[src/core/tcc_defs.vh]
// Constants for the timer/counter with control register and capture mode.
// Assumes a byte-addressed Avalon-MM slave with 32-bit data; registers use the low byte.
`ifndef TCC_DEFS_VH
`define TCC_DEFS_VH

`define TCC_ADDR_CONTROL      8'hc8
`define TCC_ADDR_MODE         8'hcc
`define TCC_ADDR_COUNT_LOW    8'hd0
`define TCC_ADDR_COUNT_HIGH   8'hd4
`define TCC_ADDR_CAP_LOW      8'hd8
`define TCC_ADDR_CAP_HIGH     8'hdc

`define TCC_BIT_OVF           7
`define TCC_BIT_EXT           6
`define TCC_BIT_RCLK          5
`define TCC_BIT_TX_CLOCK_SELECT          4
`define TCC_BIT_EXEN          3
`define TCC_BIT_RUN           2
`define TCC_BIT_CNT           1
`define TCC_BIT_CPRL          0
`define TCC_BIT_DOWN_COUNT_ENABLE          0

`define TCC_RST_CONTROL       8'h00
`define TCC_RST_MODE          8'h00
`define TCC_RST_COUNT         16'h0000
`define TCC_COUNT_MAX         16'hffff

`define TCC_MACHINE_CLOCKS    12
`define TCC_STATE_CLOCKS      2

`endif

[src/core/tcc_timer.v]
// 16-bit timer/counter with capture, auto-reload and baud clock modes.
// Assumes count and trigger pins are synchronous to clk_i; one clock is one oscillator period.
//
// Our own choice: the Avalon-MM interface to the registers.
`timescale 1ns/100ps
`include "tcc_defs.vh"

module tcc_timer #(
  parameter MACHINE_CLOCKS = `TCC_MACHINE_CLOCKS,
  parameter STATE_CLOCKS   = `TCC_STATE_CLOCKS
) (
  input  wire        clk_i,
  input  wire        rst_b_i,
  input  wire [7:0]  avs_address_i,
  input  wire        avs_read_i,
  input  wire        avs_write_i,
  input  wire [31:0] avs_writedata_i,
  input  wire [3:0]  avs_byteenable_i,
  output reg  [31:0] avs_readdata_o,
  output reg         avs_waitrequest_o,
  input  wire        count_input_pin_i,
  input  wire        ext_trigger_pin_i,
  input  wire        timer_int_enable_i,
  input  wire        other_timer_ovf_i,
  output reg         timer_irq_o,
  output reg         rx_clock_o,
  output reg         tx_clock_o
);

  localparam MODE_OFF     = 2'h0;
  localparam MODE_RELOAD  = 2'h1;
  localparam MODE_CAPTURE = 2'h2;
  localparam MODE_BAUD    = 2'h3;

  // Prescaler widths fit the default counts; widen them with the counts
  localparam MACHINE_WIDTH = 4;
  localparam STATE_WIDTH   = 2;

  reg  [7:0]  timer_control_reg;
  reg  [7:0]  timer_mode_reg;
  reg  [15:0] count;
  reg  [15:0] capture_reload;

  reg  [7:0]  next_control;
  reg  [15:0] next_count;
  reg  [15:0] next_capture_reload;
  reg  [1:0]  mode;
  reg  [31:0] read_word;

  wire        overflow_flag         = timer_control_reg[`TCC_BIT_OVF];
  wire        external_flag         = timer_control_reg[`TCC_BIT_EXT];
  wire        rx_clock_select       = timer_control_reg[`TCC_BIT_RCLK];
  wire        tx_clock_select       = timer_control_reg[`TCC_BIT_TX_CLOCK_SELECT];
  wire        ext_trigger_enable    = timer_control_reg[`TCC_BIT_EXEN];
  wire        run_control           = timer_control_reg[`TCC_BIT_RUN];
  wire        counter_select        = timer_control_reg[`TCC_BIT_CNT];
  wire        capture_reload_select = timer_control_reg[`TCC_BIT_CPRL];
  wire        down_count_enable     = timer_mode_reg[`TCC_BIT_DOWN_COUNT_ENABLE];
  wire        serial_clocking       = rx_clock_select | tx_clock_select;

  wire        bus_req   = avs_read_i | avs_write_i;
  wire        bus_done  = bus_req & ~avs_waitrequest_o;
  wire        wr_low    = avs_write_i & bus_done & avs_byteenable_i[0];
  wire        wr_ctrl   = wr_low & (avs_address_i == `TCC_ADDR_CONTROL);
  wire        wr_mode   = wr_low & (avs_address_i == `TCC_ADDR_MODE);
  wire        wr_cnt_l  = wr_low & (avs_address_i == `TCC_ADDR_COUNT_LOW);
  wire        wr_cnt_h  = wr_low & (avs_address_i == `TCC_ADDR_COUNT_HIGH);
  wire        wr_cap_l  = wr_low & (avs_address_i == `TCC_ADDR_CAP_LOW);
  wire        wr_cap_h  = wr_low & (avs_address_i == `TCC_ADDR_CAP_HIGH);

  wire        machine_tick;
  wire        state_tick;
  wire        count_fall;
  wire        trig_fall;

  reg         tick;
  reg         overflow_ev;
  reg         trig_ev;
  reg         do_capture;
  reg         do_reload;

  // Mode selection from the control bits
  // Serial clocking outranks capture so the baud rate never stalls on a capture
  always @* begin
    if (!run_control) begin
      mode = MODE_OFF;
    end else if (serial_clocking) begin
      mode = MODE_BAUD;
    end else if (capture_reload_select) begin
      mode = MODE_CAPTURE;
    end else begin
      mode = MODE_RELOAD;
    end
  end

  // Count events and their consequences
  always @* begin
    tick        = 1'b0;
    overflow_ev = 1'b0;
    trig_ev     = 1'b0;
    do_capture  = 1'b0;
    do_reload   = 1'b0;
    case (mode)
      MODE_OFF: begin
        tick = 1'b0;
      end
      MODE_BAUD: begin
        // Baud generation runs at the state rate, six times the machine rate
        tick = counter_select ? count_fall : state_tick;
      end
      default: begin
        tick = counter_select ? count_fall : machine_tick;
      end
    endcase
    // Overflow is the tick that finds the count at its top value
    overflow_ev = tick & (count == `TCC_COUNT_MAX);
    // Trigger edges are ignored while the timer clocks the serial port
    // Captures and reloads from the pin still act while run_control is 0
    trig_ev = trig_fall & ext_trigger_enable & ~serial_clocking;
    if (serial_clocking) begin
      do_reload = overflow_ev;
    end else if (capture_reload_select) begin
      do_capture = trig_ev;
    end else begin
      do_reload = overflow_ev | trig_ev;
    end
  end

  // Next count, capture register and control value
  always @* begin
    next_count          = count;
    next_capture_reload = capture_reload;
    next_control        = timer_control_reg;
    if (do_reload) begin
      next_count = capture_reload;
    end else if (tick) begin
      next_count = count + 16'h0001;
    end
    if (do_capture) begin
      next_capture_reload = count;
    end
    // Software writes to the count or capture bytes take priority over hardware
    if (wr_cnt_l) begin
      next_count[7:0] = avs_writedata_i[7:0];
    end
    if (wr_cnt_h) begin
      next_count[15:8] = avs_writedata_i[7:0];
    end
    if (wr_cap_l) begin
      next_capture_reload[7:0] = avs_writedata_i[7:0];
    end
    if (wr_cap_h) begin
      next_capture_reload[15:8] = avs_writedata_i[7:0];
    end
    if (wr_ctrl) begin
      next_control = avs_writedata_i[7:0];
    end
    // Flags never clear by hardware; a set in the cycle of a clear still lands
    if (overflow_ev && !serial_clocking) begin
      next_control[`TCC_BIT_OVF] = 1'b1;
    end
    if (trig_ev) begin
      next_control[`TCC_BIT_EXT] = 1'b1;
    end
  end

  // Read mux; unmapped addresses read as zero
  // Count halves are read apart; software must guard against a carry between them
  always @* begin
    read_word = 32'h00000000;
    case (avs_address_i)
      `TCC_ADDR_CONTROL: begin
        read_word[7:0] = timer_control_reg;
      end
      `TCC_ADDR_MODE: begin
        read_word[7:0] = timer_mode_reg;
      end
      `TCC_ADDR_COUNT_LOW: begin
        read_word[7:0] = count[7:0];
      end
      `TCC_ADDR_COUNT_HIGH: begin
        read_word[7:0] = count[15:8];
      end
      `TCC_ADDR_CAP_LOW: begin
        read_word[7:0] = capture_reload[7:0];
      end
      `TCC_ADDR_CAP_HIGH: begin
        read_word[7:0] = capture_reload[15:8];
      end
      default: begin
        read_word = 32'h00000000;
      end
    endcase
  end

  // Prescalers run free from reset, so the first machine tick is the twelfth edge
  tcc_divider #(
    .WIDTH (MACHINE_WIDTH),
    .COUNT (MACHINE_CLOCKS)
  ) machine_divider_i (
    .clk_i   (clk_i),
    .rst_b_i (rst_b_i),
    .tick_o  (machine_tick)
  );

  tcc_divider #(
    .WIDTH (STATE_WIDTH),
    .COUNT (STATE_CLOCKS)
  ) state_divider_i (
    .clk_i   (clk_i),
    .rst_b_i (rst_b_i),
    .tick_o  (state_tick)
  );

  // One sample per machine cycle; a level shorter than that may be missed
  tcc_fall_detect count_edge_i (
    .clk_i       (clk_i),
    .rst_b_i     (rst_b_i),
    .sample_en_i (machine_tick),
    .pin_i       (count_input_pin_i),
    .fall_o      (count_fall)
  );

  tcc_fall_detect trig_edge_i (
    .clk_i       (clk_i),
    .rst_b_i     (rst_b_i),
    .sample_en_i (machine_tick),
    .pin_i       (ext_trigger_pin_i),
    .fall_o      (trig_fall)
  );

  // Timer state
  always @(posedge clk_i) begin
    if (!rst_b_i) begin
      timer_control_reg <= `TCC_RST_CONTROL;
      timer_mode_reg    <= `TCC_RST_MODE;
      count             <= `TCC_RST_COUNT;
      capture_reload    <= `TCC_RST_COUNT;
    end else begin
      timer_control_reg <= next_control;
      count             <= next_count;
      capture_reload    <= next_capture_reload;
      // Only the down-count enable is kept; it masks the external flag interrupt
      if (wr_mode) begin
        timer_mode_reg <= {7'h00, avs_writedata_i[`TCC_BIT_DOWN_COUNT_ENABLE]};
      end
    end
  end

  // Interrupt request and serial clocks, registered
  always @(posedge clk_i) begin
    if (!rst_b_i) begin
      timer_irq_o <= 1'b0;
      rx_clock_o  <= 1'b0;
      tx_clock_o  <= 1'b0;
    end else begin
      timer_irq_o <= timer_int_enable_i &
                     (overflow_flag | (external_flag & ~down_count_enable));
      rx_clock_o  <= rx_clock_select ? overflow_ev : other_timer_ovf_i;
      tx_clock_o  <= tx_clock_select ? overflow_ev : other_timer_ovf_i;
    end
  end

  // Bus slave: one wait cycle per access
  always @(posedge clk_i) begin
    if (!rst_b_i) begin
      avs_waitrequest_o <= 1'b1;
    end else if (bus_req && avs_waitrequest_o) begin
      avs_waitrequest_o <= 1'b0;
    end else begin
      avs_waitrequest_o <= 1'b1;
    end
  end

  // Read data latched as the wait is released and held until the next read
  always @(posedge clk_i) begin
    if (!rst_b_i) begin
      avs_readdata_o <= 32'h00000000;
    end else if (avs_read_i && avs_waitrequest_o) begin
      avs_readdata_o <= read_word;
    end
  end

endmodule

// Free-running divider: one-clock tick every COUNT clocks
module tcc_divider #(
  parameter WIDTH = 4,
  parameter COUNT = `TCC_MACHINE_CLOCKS
) (
  input  wire clk_i,
  input  wire rst_b_i,
  output wire tick_o
);

  // Sized copy so the compare stays at the counter width
  localparam [31:0] LAST = COUNT - 1;

  reg  [WIDTH-1:0] div;
  wire             at_last = (div == LAST[WIDTH-1:0]);

  // Tick is combinational; whatever leaves the block is registered by the caller
  assign tick_o = at_last;

  always @(posedge clk_i) begin
    if (!rst_b_i) begin
      div <= {WIDTH{1'b0}};
    end else if (at_last) begin
      div <= {WIDTH{1'b0}};
    end else begin
      div <= div + {{(WIDTH-1){1'b0}}, 1'b1};
    end
  end

endmodule

// Samples a pin when enabled and flags a high sample followed by a low one
// Detection lags the pin by one to two sample periods
module tcc_fall_detect (
  input  wire clk_i,
  input  wire rst_b_i,
  input  wire sample_en_i,
  input  wire pin_i,
  output wire fall_o
);

  reg sample;
  reg sample_prev;

  // Both stages clear on reset; a pin idling high then shows a rise, never a false fall
  assign fall_o = sample_en_i & sample_prev & ~sample;

  always @(posedge clk_i) begin
    if (!rst_b_i) begin
      sample      <= 1'b0;
      sample_prev <= 1'b0;
    end else if (sample_en_i) begin
      sample      <= pin_i;
      sample_prev <= sample;
    end
  end

endmodule

[config.mk]
export PLATFORM = sky130hd
export DESIGN_NAME = tcc_timer
export DESIGN_NICKNAME = d
export VERILOG_FILES = /design/src/core/tcc_timer.v
export VERILOG_INCLUDE_DIRS = /design/src /design/src/core
export SDC_FILE = /design/constraint.sdc
export NUM_CORES = 1
export LEC_CHECK = 0
export ABC_AREA = 1
export BUFFER_PORTS_ARGS = -buffer_cell sky130_fd_sc_hd__buf_2
export CORE_MARGIN = 8
export CORE_UTILIZATION = 56
export CTS_BUF_LIST = sky130_fd_sc_hd__clkbuf_8
export CTS_CLUSTER_SIZE = 28
export DETAILED_ROUTE_END_ITERATION = 8
export GPL_TIMING_DRIVEN = 0
export MAX_ROUTING_LAYER = met4
export PLACE_DENSITY_LB_ADDON = 0.15
export SLEW_MARGIN = 20
export SYNTH_ARGS = -nofsm -noshare
export SYNTH_HDL_FRONTEND = slang
export SYNTH_HIERARCHICAL = 1
export SYNTH_SLANG_ARGS = --single-unit
[constraint.sdc]
create_clock -name clk_i -period 2.8 [get_ports clk_i]
set_input_delay 0 -clock clk_i [delete_from_list [all_inputs] [get_ports clk_i]]
set_output_delay 0 -clock clk_i [all_outputs]
set_load 0.02 [all_outputs]
### Yosys cells after proc, flatten, opt, wreduce, memory -nomap -nowiden

Index checks and enable logic that the tools add are counted.

* bits in registers: 63
* latch bits: 0
* bits in writable memories: 0
* ROM bits: 0
* output and inout port bits: 36
* memories kept: 0

* $add $sub $neg: 3
* multipliers: 0
* divide/modulo/power cells: 0
* order comparisons: 0
* equal/unequal tests: 10
* shifts and indexed selects: 0
* muxes and demuxes: 24
* bitwise operators: 28
* reductions and logical operators: 13

Operators by type and width (count)
* == test 8 bit (second input constant): 6
* 2-to-1 mux 16 bit: 3
* one-hot mux 8 bit (6 select lines): 1
* 2-to-1 mux 8 bit: 5
* bitwise AND 1 bit: 18
* adder 16 x 1 -> 16 bit (second input constant): 1
* == test 16 bit (second input constant): 1
* 2-to-1 mux 1 bit: 11
* nonzero test 2 bit: 4
* 2-to-1 mux 2 bit: 3
* inverter 1 bit: 6
* nonzero test 3 bit: 2
* adder 4 x 1 -> 4 bit (second input constant): 1
* == test 4 bit (second input constant): 1
* OR 1 bit: 4
* OR reduction 2 bit: 2
* logical AND 1 bit: 3
* adder 2 x 1 -> 2 bit (second input constant): 1
* == test 2 x 1 -> 1 bit (second input constant): 1
* == test 2 bit (second input constant): 1
* zero test 2 bit: 1
* one-hot mux 1 bit (2 select lines): 1
* zero test 1 bit: 1

### Logic depth before layout (Yosys ltp)

* depth in word-level cells: 11
* gate-level depth with buffers: 17

### By module

Netlist, hierarchy kept.

By module, submodules not included
* tcc_timer: times used 1, cells each 569, area each 3502.1 um^2, seq. area each 1061.0 um^2
* tcc_fall_detect: times used 2, cells each 14, area each 87.6 um^2, seq. area each 40.0 um^2
* tcc_divider at machine_divider_i: times used 1, cells each 20, area each 165.2 um^2, seq. area each 80.1 um^2
* tcc_divider at state_divider_i: times used 1, cells each 8, area each 71.3 um^2, seq. area each 40.0 um^2

### Worst setup path after synthesis

No wires, ideal clock.

* kind: register to register
* from: register machine_divider_i.div[0]
* to: register count[7]
* setup time: 0.132 ns
* data arrival time: 1.863 ns
* slack: 0.804 ns
* cell stages (with the launch flop): 16
* path buffers: 1
* period minus slack after synthesis: 1.996 ns
* cells stage by stage: dfxtp_1 ha_1 nand3_1 inv_1 nand2_1 nor2_1 nand2_1 nand2_1 nand3_1 nand2_1 nand2_1 nand2_4 buf_2 nand3_1 nand3_1 a21oi_1

* longest elaborated chain between the ends: 11
* elaborated cells on any way between the ends: 17

Ends and longest elaborated chain
* from (decl): line tcc_timer.v:299 `reg [WIDTH-1:0] div;`
* from (signal assigned): line tcc_timer.v:307 `div <= {WIDTH{1'b0}};`
* from (signal assigned): line tcc_timer.v:309 `div <= {WIDTH{1'b0}};`
* from (signal assigned): line tcc_timer.v:311 `div <= div + {{(WIDTH-1){1'b0}}, 1'b1};`
* == test 4 bit (*): line tcc_timer.v:300 `wire at_last = (div == LAST[WIDTH-1:0]);`
* net machine_tick: line tcc_timer.v:71 `wire machine_tick;`
* bitwise AND 1 bit (*) (2 in a row): line tcc_timer.v:331 `assign fall_o = sample_en_i & sample_prev & ~sample;`
* net count_fall: line tcc_timer.v:73 `wire count_fall;`
* 2-to-1 mux 1 bit (on tied branches): line tcc_timer.v:112, tcc_timer.v:109
* one-hot mux 1 bit (2 select lines) (*): line tcc_timer.v:103 `case (mode)`
* bitwise AND 1 bit: line tcc_timer.v:116 `` overflow_ev = tick & (count == `TCC_COUNT_MAX); ``
* OR 1 bit: line tcc_timer.v:125 `do_reload = overflow_ev | trig_ev;`
* 2-to-1 mux 1 bit: line tcc_timer.v:122 `end else if (capture_reload_select) begin`
* 2-to-1 mux 1 bit: line tcc_timer.v:120 `if (serial_clocking) begin`
* 2-to-1 mux 16 bit: line tcc_timer.v:134 `if (do_reload) begin`
* 2-to-1 mux 8 bit: line tcc_timer.v:143 `if (wr_cnt_l) begin`
* to (signal assigned): line tcc_timer.v:237 `` count <= `TCC_RST_COUNT; ``
* to (signal assigned): line tcc_timer.v:241 `count <= next_count;`
* to (decl): line tcc_timer.v:41 `reg [15:0] count;`

Mark *: on every way through the listed nets, which the timed path passes. The rest lies on a longest branch.
A chain may end at the register's enable or synchronous reset.

### Worst setup path in the final report

* from: register timer_control_reg[0]
* to: register count[8]

* longest elaborated chain between the ends: 11
* elaborated cells on any way between the ends: 13

Ends and longest elaborated chain
* from (decl): line tcc_timer.v:39 `reg [7:0] timer_control_reg;`
* from (signal assigned): line tcc_timer.v:235 `` timer_control_reg <= `TCC_RST_CONTROL; ``
* from (signal assigned): line tcc_timer.v:240 `timer_control_reg <= next_control;`
* 2-to-1 mux 2 bit: line tcc_timer.v:89 `end else if (capture_reload_select) begin`
* 2-to-1 mux 2 bit: line tcc_timer.v:87 `end else if (serial_clocking) begin`
* 2-to-1 mux 2 bit: line tcc_timer.v:85 `if (!run_control) begin`
* == test 2 bit or zero test 2 bit (tied branches): line tcc_timer.v:103
* one-hot mux 1 bit (2 select lines): line tcc_timer.v:103
* bitwise AND 1 bit: line tcc_timer.v:116
* OR 1 bit: line tcc_timer.v:125
* 2-to-1 mux 1 bit: line tcc_timer.v:122
* 2-to-1 mux 1 bit: line tcc_timer.v:120
* 2-to-1 mux 16 bit: line tcc_timer.v:134
* 2-to-1 mux 8 bit: line tcc_timer.v:146 `if (wr_cnt_h) begin`

Several ways; a longest one is shown, not always the timed one.

==> summary.txt <==
status = completed
Worst Path Arrival = 2.78 ns
clk sinks = 63
drt total wl = 12.6 mm
crit path launch type = flop
Worst path max stage delay = 0.44 ns
die span in x = 99.6 µm
drt first-iter violations = 344
Max VDD drop = 0.000400 V
I/O pin total = 88
Period Utilization, post-route = 90.8%
Seq/Total Area, Yosys = 32.2%
CTS buffer count = 9
# diodes = 0
Fin Setup TNS = 0 ns
Nets = 761
Post-DRT Antenna Nets = 0
max cap viols = 0
mapped cell area = 3910 µm²
hold crit path type = in2reg
Setup Viol. Count Final = 0
Crit path required time = 3.04 ns
FP Rows = 30
Hold Crit Depth = 3
Fillers = 646
Crit. End Element = flop
postcts setup bufs = 0
CP Cell Sequence = inv_1 -> nor3_1 -> nor2_1 -> ha_1 -> a21oi_1 -> nand2_1 -> o21ai_2 -> inv_1 -> nand2_1 -> inv_1 -> nand2_1 -> nand3_1 -> nand2_1 -> inv_1
WL/cell = 15.7 µm
Avg Cell Area, Syn = 6.26 µm²
sequential share of power = 45.2%
clock skew = 0.0112 ns
Synth warnings = 6
Area Overhead vs Synth = 18.4%
#FFs+latches synth = 63
unrepaired setup endpoints after global routing = false
post-DP HPWL = 9.55 mm
final core area utilization = 68.2%
layout cells sized above 1 = 15.6%
Skew-Pair Late Insertion Delay = 0.35 ns
P_int = 1.50 mW
leakage = 2.06 nW
Worst Hold End = capture_reload[11]
NetSw = 0.516 mW
Initial Util = 57.6%
Largest regs = capture_reload (16), count (16)
Clock Tree Buf Depth = 2
Worst path slowest cell = nor3_1
Sw Share = 25.6%
# DRC = 0
Synth cell types = 30
worst-path fanout max = 6
port bufs = 36
Post-Syn Instances = 625
PD cells = 435 nW/µm²
gr usage total = 26.6%
Worst-Margin Slew = 0.666 ns
CTS tree = done
initial antenna violation count = 0
Comb power frac = 8.8%
pin count of the biggest net entering global routing = 13
routed vias/inst = 5.30
reg2reg start = timer_control_reg[0]
number of global-route vias before repair = 4063
clk slew on worst S/H paths = 0.07 ns
clock share of power = 46.0%
Fin. Hold Viols = 0
Hold Crit Start = avs_writedata_i[3]
FF-to-FF setup slack = 0.26 ns
worst flop-to-flop path endpoint = count[8]
CTS root buf = clkbuf_8
Final Slew Violations = 0
grt total ovfl = 0
crit path kind = reg2reg
Rel. slew slack = 55.6%
die height = 99.6 µm
die area = 9920 µm²
minimum clock period = 2.54 ns
drt first pass iters = 5
R2R cell count = 14
Final GP Congestion = 1.01
first-pass GRT wire length = 20.3 mm
via count = 4268
H-Tree Depth = 3
maximum achievable frequency = 393 MHz
Core Footprint = 6790 µm²
==> power by group through the flow <==
stage                     combinational [mW]  clock (mW)  sequential [mW]
final                                  0.178       0.927            0.912
after global routing                   0.194       0.965            0.913
after CTS                              0.173       0.924            0.912
after detailed placement               0.161           0            0.933
after global placement                 0.159           0            0.932
after floorplan                        0.107           0            0.935
==> layout by cell type, fill, tap and decap left out, types with 4 or more instances in the layout <==
master	count
o21ai_1	32
inv_2	8
nor2_1	43
xor2_1	8
conb_1	24
inv_1	89
nand2_1	137
clkbuf_1	7
a21oi_1	49
o21ai_0	41
buf_4	24
nor3_1	6
clkbuf_8	10
nand3_1	72
nand4_1	7
ha_1	4
nand2_2	4
nor2_2	4
dlygate4sd3_1	10
buf_2	45
dfxtp_1	63
==> how the worst max path moves through the flow <==
stage,slack [ns],endpoint,start
after detailed placement,0.16,count[13],machine_divider_i/div[0]
after global routing,0.03,count[13],timer_control_reg[0]
final,0.26,count[8],timer_control_reg[0]
after floorplan,0.80,count[7],machine_divider_i/div[0]
after CTS,0.15,count[13],machine_divider_i/div[0]
after global placement,0.19,count[8],machine_divider_i/div[0]
==> through the flow <==
stage | worst slack (ns) | total power [mW] | hold slack [ns] | instances | area, µm²
after global placement | 0.187 | 1.09 | 0.219 | 780 | 4300
after global routing | 0.0291 | 2.07 | 0.000351 | 806 | 4640
after floorplan | 0.804 | 1.04 | 0.116 | 648 | 4000
final | 0.258 | 2.02 | 0.0112 | 806 | 4640
after CTS | 0.151 | 2.01 | 0.000274 | 806 | 4630
after detailed placement | 0.159 | 1.09 | 0.229 | 780 | 4300
==> critical path, delay by kind of cell (launching register included) <==
family	cells	cell delay [ns]
flip-flops	1	0.34
buffers and inverters	4	0.38
adder cells (fa/ha/maj)	1	0.34
AND/OR/NAND/NOR	7	1.08
AO/OA/AOI/OAI	2	0.30
==> synthesized netlist by cell type <==
library cell,number,share of area (%)
nand2_1,137,13
inv_1,90,8.6
nand3_1,72,9.2
dfxtp_1,63,32
a21oi_1,49,6.3
nor2_1,43,4.1
o21ai_0,41,5.2
o21ai_1,33,4.2
buf_4,24,4.6
buf_2,9,1.2
clkbuf_1,8,0.77
xor2_1,8,1.8
inv_2,7,0.67
nand4_1,7,1.1
nor3_1,6,0.77
ha_1,4,1.3
nand2_2,4,0.64
nor2_2,4,0.64
clkinv_1,2,0.19
nand2_4,2,0.58
nor3_2,2,0.51
xnor2_1,2,0.45
a21oi_2,1,0.22
buf_6,1,0.29
conb_1,1,0.096
nor3_4,1,0.42
o211ai_1,1,0.19
o21a_1,1,0.19
o21ai_2,1,0.22
or2_0,1,0.16
==> cells by family (layout without fill, tap and decap cells) <==
| family | count (synthesis) | after routing | synth area share [%] |
|---|---|---|---|
| other cells | 1 | 24 | 0.0958 |
| simple gates | 279 | 279 | 31.3 |
| fa+ha+maj | 4 | 4 | 1.28 |
| compound gates | 127 | 127 | 16.6 |
| buf+inv | 141 | 203 | 16.3 |
| xor+xnor | 10 | 10 | 2.24 |
| flops | 63 | 63 | 32.2 |
==> timing repair <==
action / in CTS / in global routing
resized for setup: 0 / 4
hold endpoints to repair: 16 / 0
setup endpoints to repair: 0 / 12
hold buffers: 10 / 0
==> area by class of cell <==
cell class	count	area [µm²]	share of cell area, %
Inverter	99	372	8.02
Sequential cell	63	1260	27.2
Clock inverter	6	92.6	2.00
Buffer	42	268	5.78
Multi-Input combinational cell	444	2100	45.4
Clock buffer	10	138	2.97
Tap cell	96	120	2.59
Timing Repair Buffer	46	280	6.05
==> per-layer routing <==
layer	track usage [%]	up-vias	wire [µm]
li1	-	2113	-
met1	33.0	1912	5400
met2	42.0	216	5630
met3	6.01	27	1290
met4	7.80	0	303
met5	-	-	0
(Power assumes the default switching activity.)
